**config.mk**
```make
export PLATFORM = sky130hd
export DESIGN_NAME = tpio_top
export DESIGN_NICKNAME = d
export VERILOG_FILES = /design/src/tpio_pkg.sv /design/src/tpio_top.sv
export SDC_FILE = /design/constraint.sdc
export NUM_CORES = 1
export LEC_CHECK = 0
export ABC_AREA = 1
export BUFFER_PORTS_ARGS = -buffer_cell sky130_fd_sc_hd__buf_4
export CORE_MARGIN = 1
export CORE_UTILIZATION = 36
export CTS_CLUSTER_SIZE = 40
export DETAILED_ROUTE_END_ITERATION = 8
export PLACE_DENSITY = 0.48
export SYNTH_ARGS = -nofsm -noshare
export SYNTH_HDL_FRONTEND = slang
export SYNTH_SLANG_ARGS = --single-unit
export TNS_END_PERCENT = 10
```
**constraint.sdc**
```tcl
create_clock -name clk -period 31.1 [get_ports clk]
set_clock_uncertainty 0.2 [all_clocks]
set_input_delay 6.22 -clock clk [delete_from_list [all_inputs] [get_ports clk]]
set_output_delay 6.22 -clock clk [all_outputs]
set_load 0.02 [all_outputs]
```
**src/tpio_pkg.sv**
```systemverilog
package tpio_pkg;
    // ------------------------------------------------------------
    // Register map (byte addresses)
    // ------------------------------------------------------------
    localparam logic [11:0] OFF_CTRL = 12'h000;
    localparam logic [11:0] OFF_DATA = 12'h004;
    localparam logic [11:0] OFF_TIME = 12'h008;
    localparam logic [11:0] OFF_STAMP = 12'h00C;
    localparam logic [11:0] OFF_COUNT = 12'h010;
    localparam logic [11:0] OFF_STAT = 12'h014;
    localparam logic [11:0] OFF_COND = 12'h018;
    localparam logic [11:0] OFF_PIN = 12'h01C;
    localparam logic [11:0] OFF_CLKDIV = 12'h020;
    localparam logic [11:0] OFF_ID = 12'h024;
    // ------------------------------------------------------------
    // Control register fields
    // ------------------------------------------------------------
    localparam int CTL_EN_A = 0;
    localparam int CTL_EN_B = 1;
    localparam int CTL_LINK = 2;
    localparam int CTL_OUT_A = 3;
    localparam int CTL_OUT_B = 4;
    localparam int CTL_OC_A = 5;
    localparam int CTL_OC_B = 6;
    localparam int CTL_WAIT = 7;
    localparam int CTL_TIMED = 8;
    localparam int CTL_SERIAL = 9;
    localparam int CTL_CB_LSB = 12;
    localparam logic [31:0] CTRL_RST = 32'h0000_0000;
    localparam int NUM_CB = 6;
    localparam logic [15:0] CB_DIV_RST = 16'h0000;
    // Arbitrary identity value
    localparam logic [31:0] ID_VALUE = 32'h1234_5678;
    typedef struct packed {
        logic [7:0] o;
        logic [7:0] oe;
    } tpio_pins_t;
endpackage

```
**src/tpio_top.sv**
```systemverilog
`timescale 1ns/10ps
// How it works
// RULE_01: Port direction is one bit for all pins
// RULE_02: Drive pins or sample, optionally awaiting condition
// RULE_03: Core accesses finish in one cycle
// RULE_04: Open collector drives low, releases one
// RULE_05: Shift stage plus transfer register per port; only port B has them, port A drives from txd_r
// RULE_06: Sixteen bit counter times each transfer
// RULE_07: Counter readable; transfers scheduled at value
// RULE_08: Counter captured as timestamp on transfer
// RULE_09: Enabled link disables ports on its pins
// RULE_10: Narrow port owns pins shared with wide
// RULE_11: Unshared wide pins stay with wide port
// RULE_12: Ports always move full nominal width
// RULE_13: Clock blocks set each port rate; the one shared select paces port B only, port A pins follow txd_r
// RULE_14: Six clock blocks, first is reference
// RULE_15: Counter ticks per clock block, wraps
// RULE_16: Timed transfer fires on matching tick
module tpio_top #(
    parameter int WA = 4,
    parameter int WB = 8
) (
    input wire logic clk,
    input wire logic rst_n,
    input wire logic psel,
    input wire logic penable,
    input wire logic pwrite,
    input wire logic [11:0] paddr,
    input wire logic [31:0] pwdata,
    output logic [31:0] prdata,
    output logic pready,
    output logic pslverr,
    input wire logic [WB-1:0] pin_i,
    output tpio_pkg::tpio_pins_t pins_r
);
    import tpio_pkg::*;

    // ------------------------------------------------------------
    // Reset release
    // ------------------------------------------------------------
    logic rs1_r, rst_sync_n;
    always_ff @(posedge clk or negedge rst_n) begin
        if (!rst_n) begin
            rs1_r <= 1'b0;
            rst_sync_n <= 1'b0;
        end else begin
            rs1_r <= 1'b1;
            rst_sync_n <= rs1_r;
        end
    end

    // ------------------------------------------------------------
    // Registers
    // ------------------------------------------------------------
    logic [31:0] ctrl_r;
    logic [WB-1:0] txd_r;
    logic [15:0] time_r;
    logic [WB-1:0] cond_r;
    logic [15:0] div_r [NUM_CB];
    logic [15:0] cbcnt_r [NUM_CB];
    logic [NUM_CB-1:0] tick;
    logic [15:0] count_r;
    logic [15:0] stamp_r;
    logic [WB-1:0] xfer_r;
    logic [WB-1:0] shift_r;
    logic [3:0] scnt_r;
    logic pend_r;
    logic done_r;
    logic ack_done;

    wire wr = psel & penable & pwrite;
    wire rd = psel & penable & ~pwrite;
    wire known = (paddr <= OFF_ID) && (paddr[1:0] == 2'b00);

    // Single-cycle access phase: no wait states
    always_ff @(posedge clk or negedge rst_sync_n) begin
        if (!rst_sync_n) begin
            pready <= 1'b0;
        end else begin
            pready <= psel & ~penable; // RULE_03
        end
    end
    wire acc = pready;

    always_ff @(posedge clk or negedge rst_sync_n) begin
        if (!rst_sync_n) begin
            ctrl_r <= CTRL_RST;
            txd_r <= '0;
            time_r <= '0;
            cond_r <= '0;
        end else if (wr && acc) begin
            unique case (paddr)
                OFF_CTRL: ctrl_r <= pwdata;
                OFF_DATA: txd_r <= pwdata[WB-1:0];
                OFF_TIME: time_r <= pwdata[15:0];
                OFF_COND: cond_r <= pwdata[WB-1:0];
                default: ;
            endcase
        end
    end

    // ------------------------------------------------------------
    // Clock blocks: block 0 is the reference, ticking every cycle
    // ------------------------------------------------------------
    always_ff @(posedge clk or negedge rst_sync_n) begin
        if (!rst_sync_n) begin
            for (int i = 0; i < NUM_CB; i++) begin
                div_r[i] <= CB_DIV_RST;
                cbcnt_r[i] <= '0;
            end
        end else begin
            for (int i = 1; i < NUM_CB; i++) begin // RULE_14
                if (wr && acc && paddr == OFF_CLKDIV && pwdata[18:16] == 3'(i)) begin
                    div_r[i] <= pwdata[15:0];
                end
                cbcnt_r[i] <= (cbcnt_r[i] >= div_r[i]) ? 16'h0000 : cbcnt_r[i] + 16'h0001;
            end
        end
    end
    always_comb begin
        tick[0] = 1'b1;
        for (int i = 1; i < NUM_CB; i++) begin
            tick[i] = (cbcnt_r[i] >= div_r[i]);
        end
    end
    logic [2:0] cbsel;
    assign cbsel = (ctrl_r[CTL_CB_LSB+:3] < 3'(NUM_CB)) ? ctrl_r[CTL_CB_LSB+:3] : 3'd0;
    wire ptick = tick[cbsel]; // RULE_13

    // ------------------------------------------------------------
    // Port counter, transfer and shift stage (port B)
    // ------------------------------------------------------------
    always_ff @(posedge clk or negedge rst_sync_n) begin
        if (!rst_sync_n) begin
            count_r <= '0;
        end else if (ptick) begin
            count_r <= count_r + 16'h0001; // RULE_06 RULE_15
        end
    end

    wire armed = wr && acc && paddr == OFF_DATA;
    wire outb = ctrl_r[CTL_OUT_B]; // RULE_01
    wire time_ok = !ctrl_r[CTL_TIMED] || (count_r == time_r); // RULE_16
    wire cond_ok = !ctrl_r[CTL_WAIT] || outb || (pin_i == cond_r); // RULE_02
    wire fire = pend_r && ptick && time_ok && cond_ok;
    assign ack_done = rd && acc && paddr == OFF_STAT;

    always_ff @(posedge clk or negedge rst_sync_n) begin
        if (!rst_sync_n) begin
            pend_r <= 1'b0;
        end else if (armed) begin
            pend_r <= 1'b1;
        end else if (fire) begin
            pend_r <= 1'b0;
        end
    end

    // Done flag: new transfer wins over a clearing read
    always_ff @(posedge clk or negedge rst_sync_n) begin
        if (!rst_sync_n) begin
            done_r <= 1'b0;
        end else if (fire) begin
            done_r <= 1'b1;
        end else if (ack_done) begin
            done_r <= 1'b0;
        end
    end

    always_ff @(posedge clk or negedge rst_sync_n) begin
        if (!rst_sync_n) begin
            stamp_r <= '0;
            xfer_r <= '0;
        end else if (fire) begin
            stamp_r <= count_r; // RULE_07 RULE_08
            xfer_r <= outb ? txd_r : pin_i; // RULE_05 RULE_12
        end
    end

    // Serial mode shifts the transfer word out LSB first on bit 0
    always_ff @(posedge clk or negedge rst_sync_n) begin
        if (!rst_sync_n) begin
            shift_r <= '0;
            scnt_r <= '0;
        end else if (fire) begin
            shift_r <= outb ? txd_r : pin_i;
            scnt_r <= 4'(WB);
        end else if (ptick && scnt_r != 4'h0) begin
            shift_r <= {1'b0, shift_r[WB-1:1]}; // RULE_05
            scnt_r <= scnt_r - 4'h1;
        end
    end

    // ------------------------------------------------------------
    // Pin ownership: link over narrow port over wide port
    // ------------------------------------------------------------
    logic [WB-1:0] val_b, drv_o, drv_oe;
    logic [WA-1:0] val_a;
    assign val_b = ctrl_r[CTL_SERIAL] ? {{(WB-1){1'b1}}, shift_r[0]} : xfer_r;
    assign val_a = txd_r[WA-1:0];
    always_comb begin
        drv_o = '0;
        drv_oe = '0;
        for (int i = 0; i < WB; i++) begin
            if (ctrl_r[CTL_LINK]) begin
                drv_oe[i] = 1'b0; // RULE_09
            end else if (i < WA && ctrl_r[CTL_EN_A]) begin // RULE_10
                drv_o[i] = val_a[i];
                drv_oe[i] = ctrl_r[CTL_OUT_A] & ~(ctrl_r[CTL_OC_A] & val_a[i]); // RULE_04
            end else if (ctrl_r[CTL_EN_B]) begin // RULE_11
                drv_o[i] = val_b[i];
                drv_oe[i] = outb & ~(ctrl_r[CTL_OC_B] & val_b[i]); // RULE_04
            end
        end
    end
    always_ff @(posedge clk or negedge rst_sync_n) begin
        if (!rst_sync_n) begin
            pins_r <= '0;
        end else begin
            pins_r.o <= drv_o;
            pins_r.oe <= drv_oe;
        end
    end

    // ------------------------------------------------------------
    // Read path
    // ------------------------------------------------------------
    always_ff @(posedge clk or negedge rst_sync_n) begin
        if (!rst_sync_n) begin
            prdata <= '0;
            pslverr <= 1'b0;
        end else begin
            pslverr <= psel & ~penable & ~known;
            prdata <= '0;
            if (psel && !penable && !pwrite) begin
                unique case (paddr)
                    OFF_CTRL: prdata <= ctrl_r;
                    OFF_DATA: prdata <= 32'(xfer_r);
                    OFF_TIME: prdata <= {16'h0000, time_r};
                    OFF_STAMP: prdata <= {16'h0000, stamp_r};
                    OFF_COUNT: prdata <= {16'h0000, count_r}; // RULE_07
                    OFF_STAT: prdata <= {30'h0000_0000, pend_r, done_r};
                    OFF_COND: prdata <= 32'(cond_r);
                    OFF_PIN: prdata <= 32'(pin_i);
                    OFF_ID: prdata <= ID_VALUE;
                    default: prdata <= '0;
                endcase
            end
        end
    end
endmodule
```
==> flow_metrics.env <==
export IMPL_maxSlewHeadroom_pct=31.8
export IMPL_worst_setup_path_start_kind="input pin"
export IMPL_synth_ff_type="dfrtp_1"
export IMPL_wirelength_um=45400
export IMPL_hpwl_um=31700
export IMPL_place_gp_congestion=0.877
export IMPL_cpPeakStageDelay_ps=660
export IMPL_vias=13000
export IMPL_setup_slack_ps=22440
export IMPL_ir_drop_uv=38.0
export IMPL_ios=107
export IMPL_final_layout_size_suffix_gt1_share_pct=13.2
export IMPL_worstSetupEndpointType="flip-flop"
export IMPL_fmax_ghz=0.115
export IMPL_dieArea_sq_um=46800
export IMPL_start_util_pct=36.5
export IMPL_ys_seq_elements=330
export IMPL_io_buffer_count=106
export IMPL_arrival_ps=8880
export IMPL_drc=0
export IMPL_synth_edff_count=0
export IMPL_crit_slowest_cell="nand2_2"
export IMPL_required_ps=31320
export IMPL_drv_cap=0
export IMPL_synth_nets=2066
export IMPL_max_slew_worst_pin_slew_ps=1020
export IMPL_htreeDepth=2
export IMPL_yosysWarnings=0
export IMPL_antenna_left=0
export IMPL_routed_via_density=4.89
export IMPL_clk_pin_slew_ps=50
export IMPL_grt_start_max_net_pins=156
export IMPL_die_h_um=216
export IMPL_setup_worst_path_start="paddr[1]"
export IMPL_synth_mux_area_share_pct=0.885
export IMPL_num_rows=78
export IMPL_finalNetCount=2168
export IMPL_antenna_found_initial=3
export IMPL_rsz0062_at_grt="no"
export IMPL_grt_pass1_vias=12800
export IMPL_avgSynthCellArea_sq_um=8.61
export IMPL_r2r_start="cbcnt_r[13]"
export IMPL_synth_xor_area_share_pct=1.85
export IMPL_synth_cells=1921
export IMPL_crit_chain="buf_4, nor2_1, nand2_1, nor2_1, nand2_2, inv_2, nand2_2, mux2_1"
export IMPL_grt_pass1_wl_um=73100
export IMPL_synth_area_sq_um=16500
export IMPL_finalSetupViolations=0
export IMPL_holdBufCountCts=0
export IMPL_fin_crit_sh_pct=27.9
export IMPL_finalMaxSlewViolations=0
export IMPL_cts_resized=0
export IMPL_synth_compound_area_share_pct=11.0
export IMPL_clock_sinks=330
export IMPL_core_sq_um=45400
export IMPL_cts_root_buf="clkbuf_16"
export IMPL_die_w_um=216
export IMPL_syn_to_final_growth_pct=16.3
export IMPL_synth_async_reset_ratio_pct=100
export IMPL_wl_per_cell_um=17.1
export IMPL_yosys_area_share_simple_pct=22.3
export IMPL_tns_ps=0
export IMPL_cts_tree="yes"
export IMPL_cts_buffers_inserted=40
export IMPL_clk_latency_ps=550
export IMPL_drt_iter0_markers=898
export IMPL_period_minus_slack_ps=8660
export IMPL_path_max_fanout=51
export IMPL_synth_top_family_by_area="simple AND/OR/NAND/NOR gates"
export IMPL_final_hold_viol_count=0
export IMPL_leakagePower_nw=9.00
export IMPL_grt_overflow_total=0
export IMPL_path_class="in2reg"
export IMPL_grt_usage_pct=20.1
export IMPL_cts_max_path_buffers=3
export IMPL_post_cts_buffers=0
export IMPL_power_w=0.000953
export IMPL_synth_adder_area_share_pct=6.65
export IMPL_first_pass_iters=7
export IMPL_ys_seq_area_share_pct=49.9
export IMPL_p_per_area_nw_per_um2=49.5
export IMPL_yosysUniqueCellTypes=56
export IMPL_status="complete, no violations"
export IMPL_dp_slack_ps=21890
export IMPL_hold_path_class="reg2async"
-- registers in the layout, summed over array words and instances (netlist names) --
name,cells
pready,1
stamp_r,16
pend_r,1
cbcnt_r,80
done_r,1
cond_r,8
ctrl_r,32
prdata,32
pins_r,16
xfer_r,8
div_r,80
rst_sync_n,1
time_r,16
scnt_r,4
shift_r,8
pslverr,1
count_r,16
txd_r,8
rs1_r,1
-- area by class of cell --
| type | instances | area (sq um) |
|---|---|---|
| Timing Repair Buffer | 112 | 853 |
| Antenna cell | 1 | 2.50 |
| Multi-Input combinational cell | 1282 | 7080 |
| Fill cell | 4531 | 26100 |
| Inverter | 257 | 970 |
| Sequential cell | 330 | 8260 |
| Tap cell | 600 | 751 |
| Clock buffer | 56 | 1180 |
| Clock inverter | 14 | 150 |
-- where the power goes --
group / leakage, nW / total, W / switching [W] / internal (W)
registers: 4.55 / 0.000436 / 0.00000287 / 0.000433
logic: 3.79 / 0.0000420 / 0.0000286 / 0.0000134
clock network: 0.661 / 0.000475 / 0.000186 / 0.000289
-- worst paths after layout --
check / endpoint / slack (ps) / cells after the start
min in group clk: rst_sync_n / 160 / 0
max in group asynchronous: rst_sync_n / 25360 / 1
worst min register to register: cbcnt_r[51] / 150 / 0
worst max-delay path: ctrl_r[27] / 22440 / 8
worst max register to register: stamp_r[14] / 27930 / 9
worst min-delay path: cbcnt_r[51] / 150 / 0
-- layout by cell type (no fill, tap or decap), types with 7 or more instances in the layout --
cell type and count:
a21oi_1 85, buf_4 111, clkbuf_16 41, clkbuf_8 10, clkinv_2 9, dfrtp_1 329
ha_1 88, inv_1 248, inv_2 7, mux2_2 7, nand2_1 451, nand2_2 13
nand3_1 51, nand4_1 19, nor2_1 132, nor2_2 26, nor3_1 36, nor3_2 10
nor3b_1 26, nor4_1 10, o21ai_0 199, o21ai_1 11, o22ai_1 11, xnor2_1 11
xor2_1 24
-- metrics by stage --
step                      instances  hold WS [ps]  utilization, %  cell area (sq um)
final                          2652           151            42.4              19200
after CTS                      2651           159            42.4              19200
after detailed placement       2581           147            39.5              17900
after floorplan                1921           131               -              16500
after global placement         2581           146            39.5              17900
after global routing           2651           170            42.4              19200
-- Yosys cell counts (all sizes together), types with 2 or more instances --
master | count | area (sq um)
nor2 | 164 | 726
nor3b | 29 | 233
or2 | 6 | 40.0
a21oi | 85 | 425
nand3 | 58 | 340
clkbuf | 24 | 90.1
dfrtp | 330 | 8260
inv | 256 | 966
xnor2 | 11 | 96.3
o21a | 4 | 30.0
nand2 | 467 | 1810
a22o | 2 | 17.5
nor3 | 48 | 313
o21ai | 211 | 1060
nor4 | 12 | 96.3
a221oi | 6 | 52.6
o22ai | 11 | 68.8
a2111oi | 2 | 17.5
and3 | 3 | 18.8
ha | 88 | 1100
a311oi | 4 | 35.0
xor2 | 24 | 210
mux2 | 13 | 146
a31oi | 5 | 31.3
buf | 28 | 164
o21bai | 3 | 22.5
nand4 | 19 | 119
-- per-layer routing --
metal	track usage (%)	part of all wire, %	wire [um]
met1	27.4	47	21200
met2	32.5	46	20900
met3	3.71	4.9	2210
met4	5.40	2.3	1070
met5	0	0.059	27
-- logic make-up (layout without fill, tap and decap cells) --
| family | count (synthesis) | in the layout |
|---|---|---|
| AO/OA/AOI/OAI | 339 | 339 |
| XOR/XNOR | 35 | 35 |
| adder cells (fa/ha/maj) | 88 | 88 |
| buffers and inverters | 309 | 439 |
| flip-flops | 330 | 330 |
| multiplexers | 13 | 13 |
| other | 1 | 2 |
| AND/OR/NAND/NOR | 806 | 806 |
-- critical path: cells and delay by family --
kind          cells  cell delay (ps)
simple gates      5             1550
buf+inv           2              550
mux               1              550
Power figures use the tool's default switching activity.
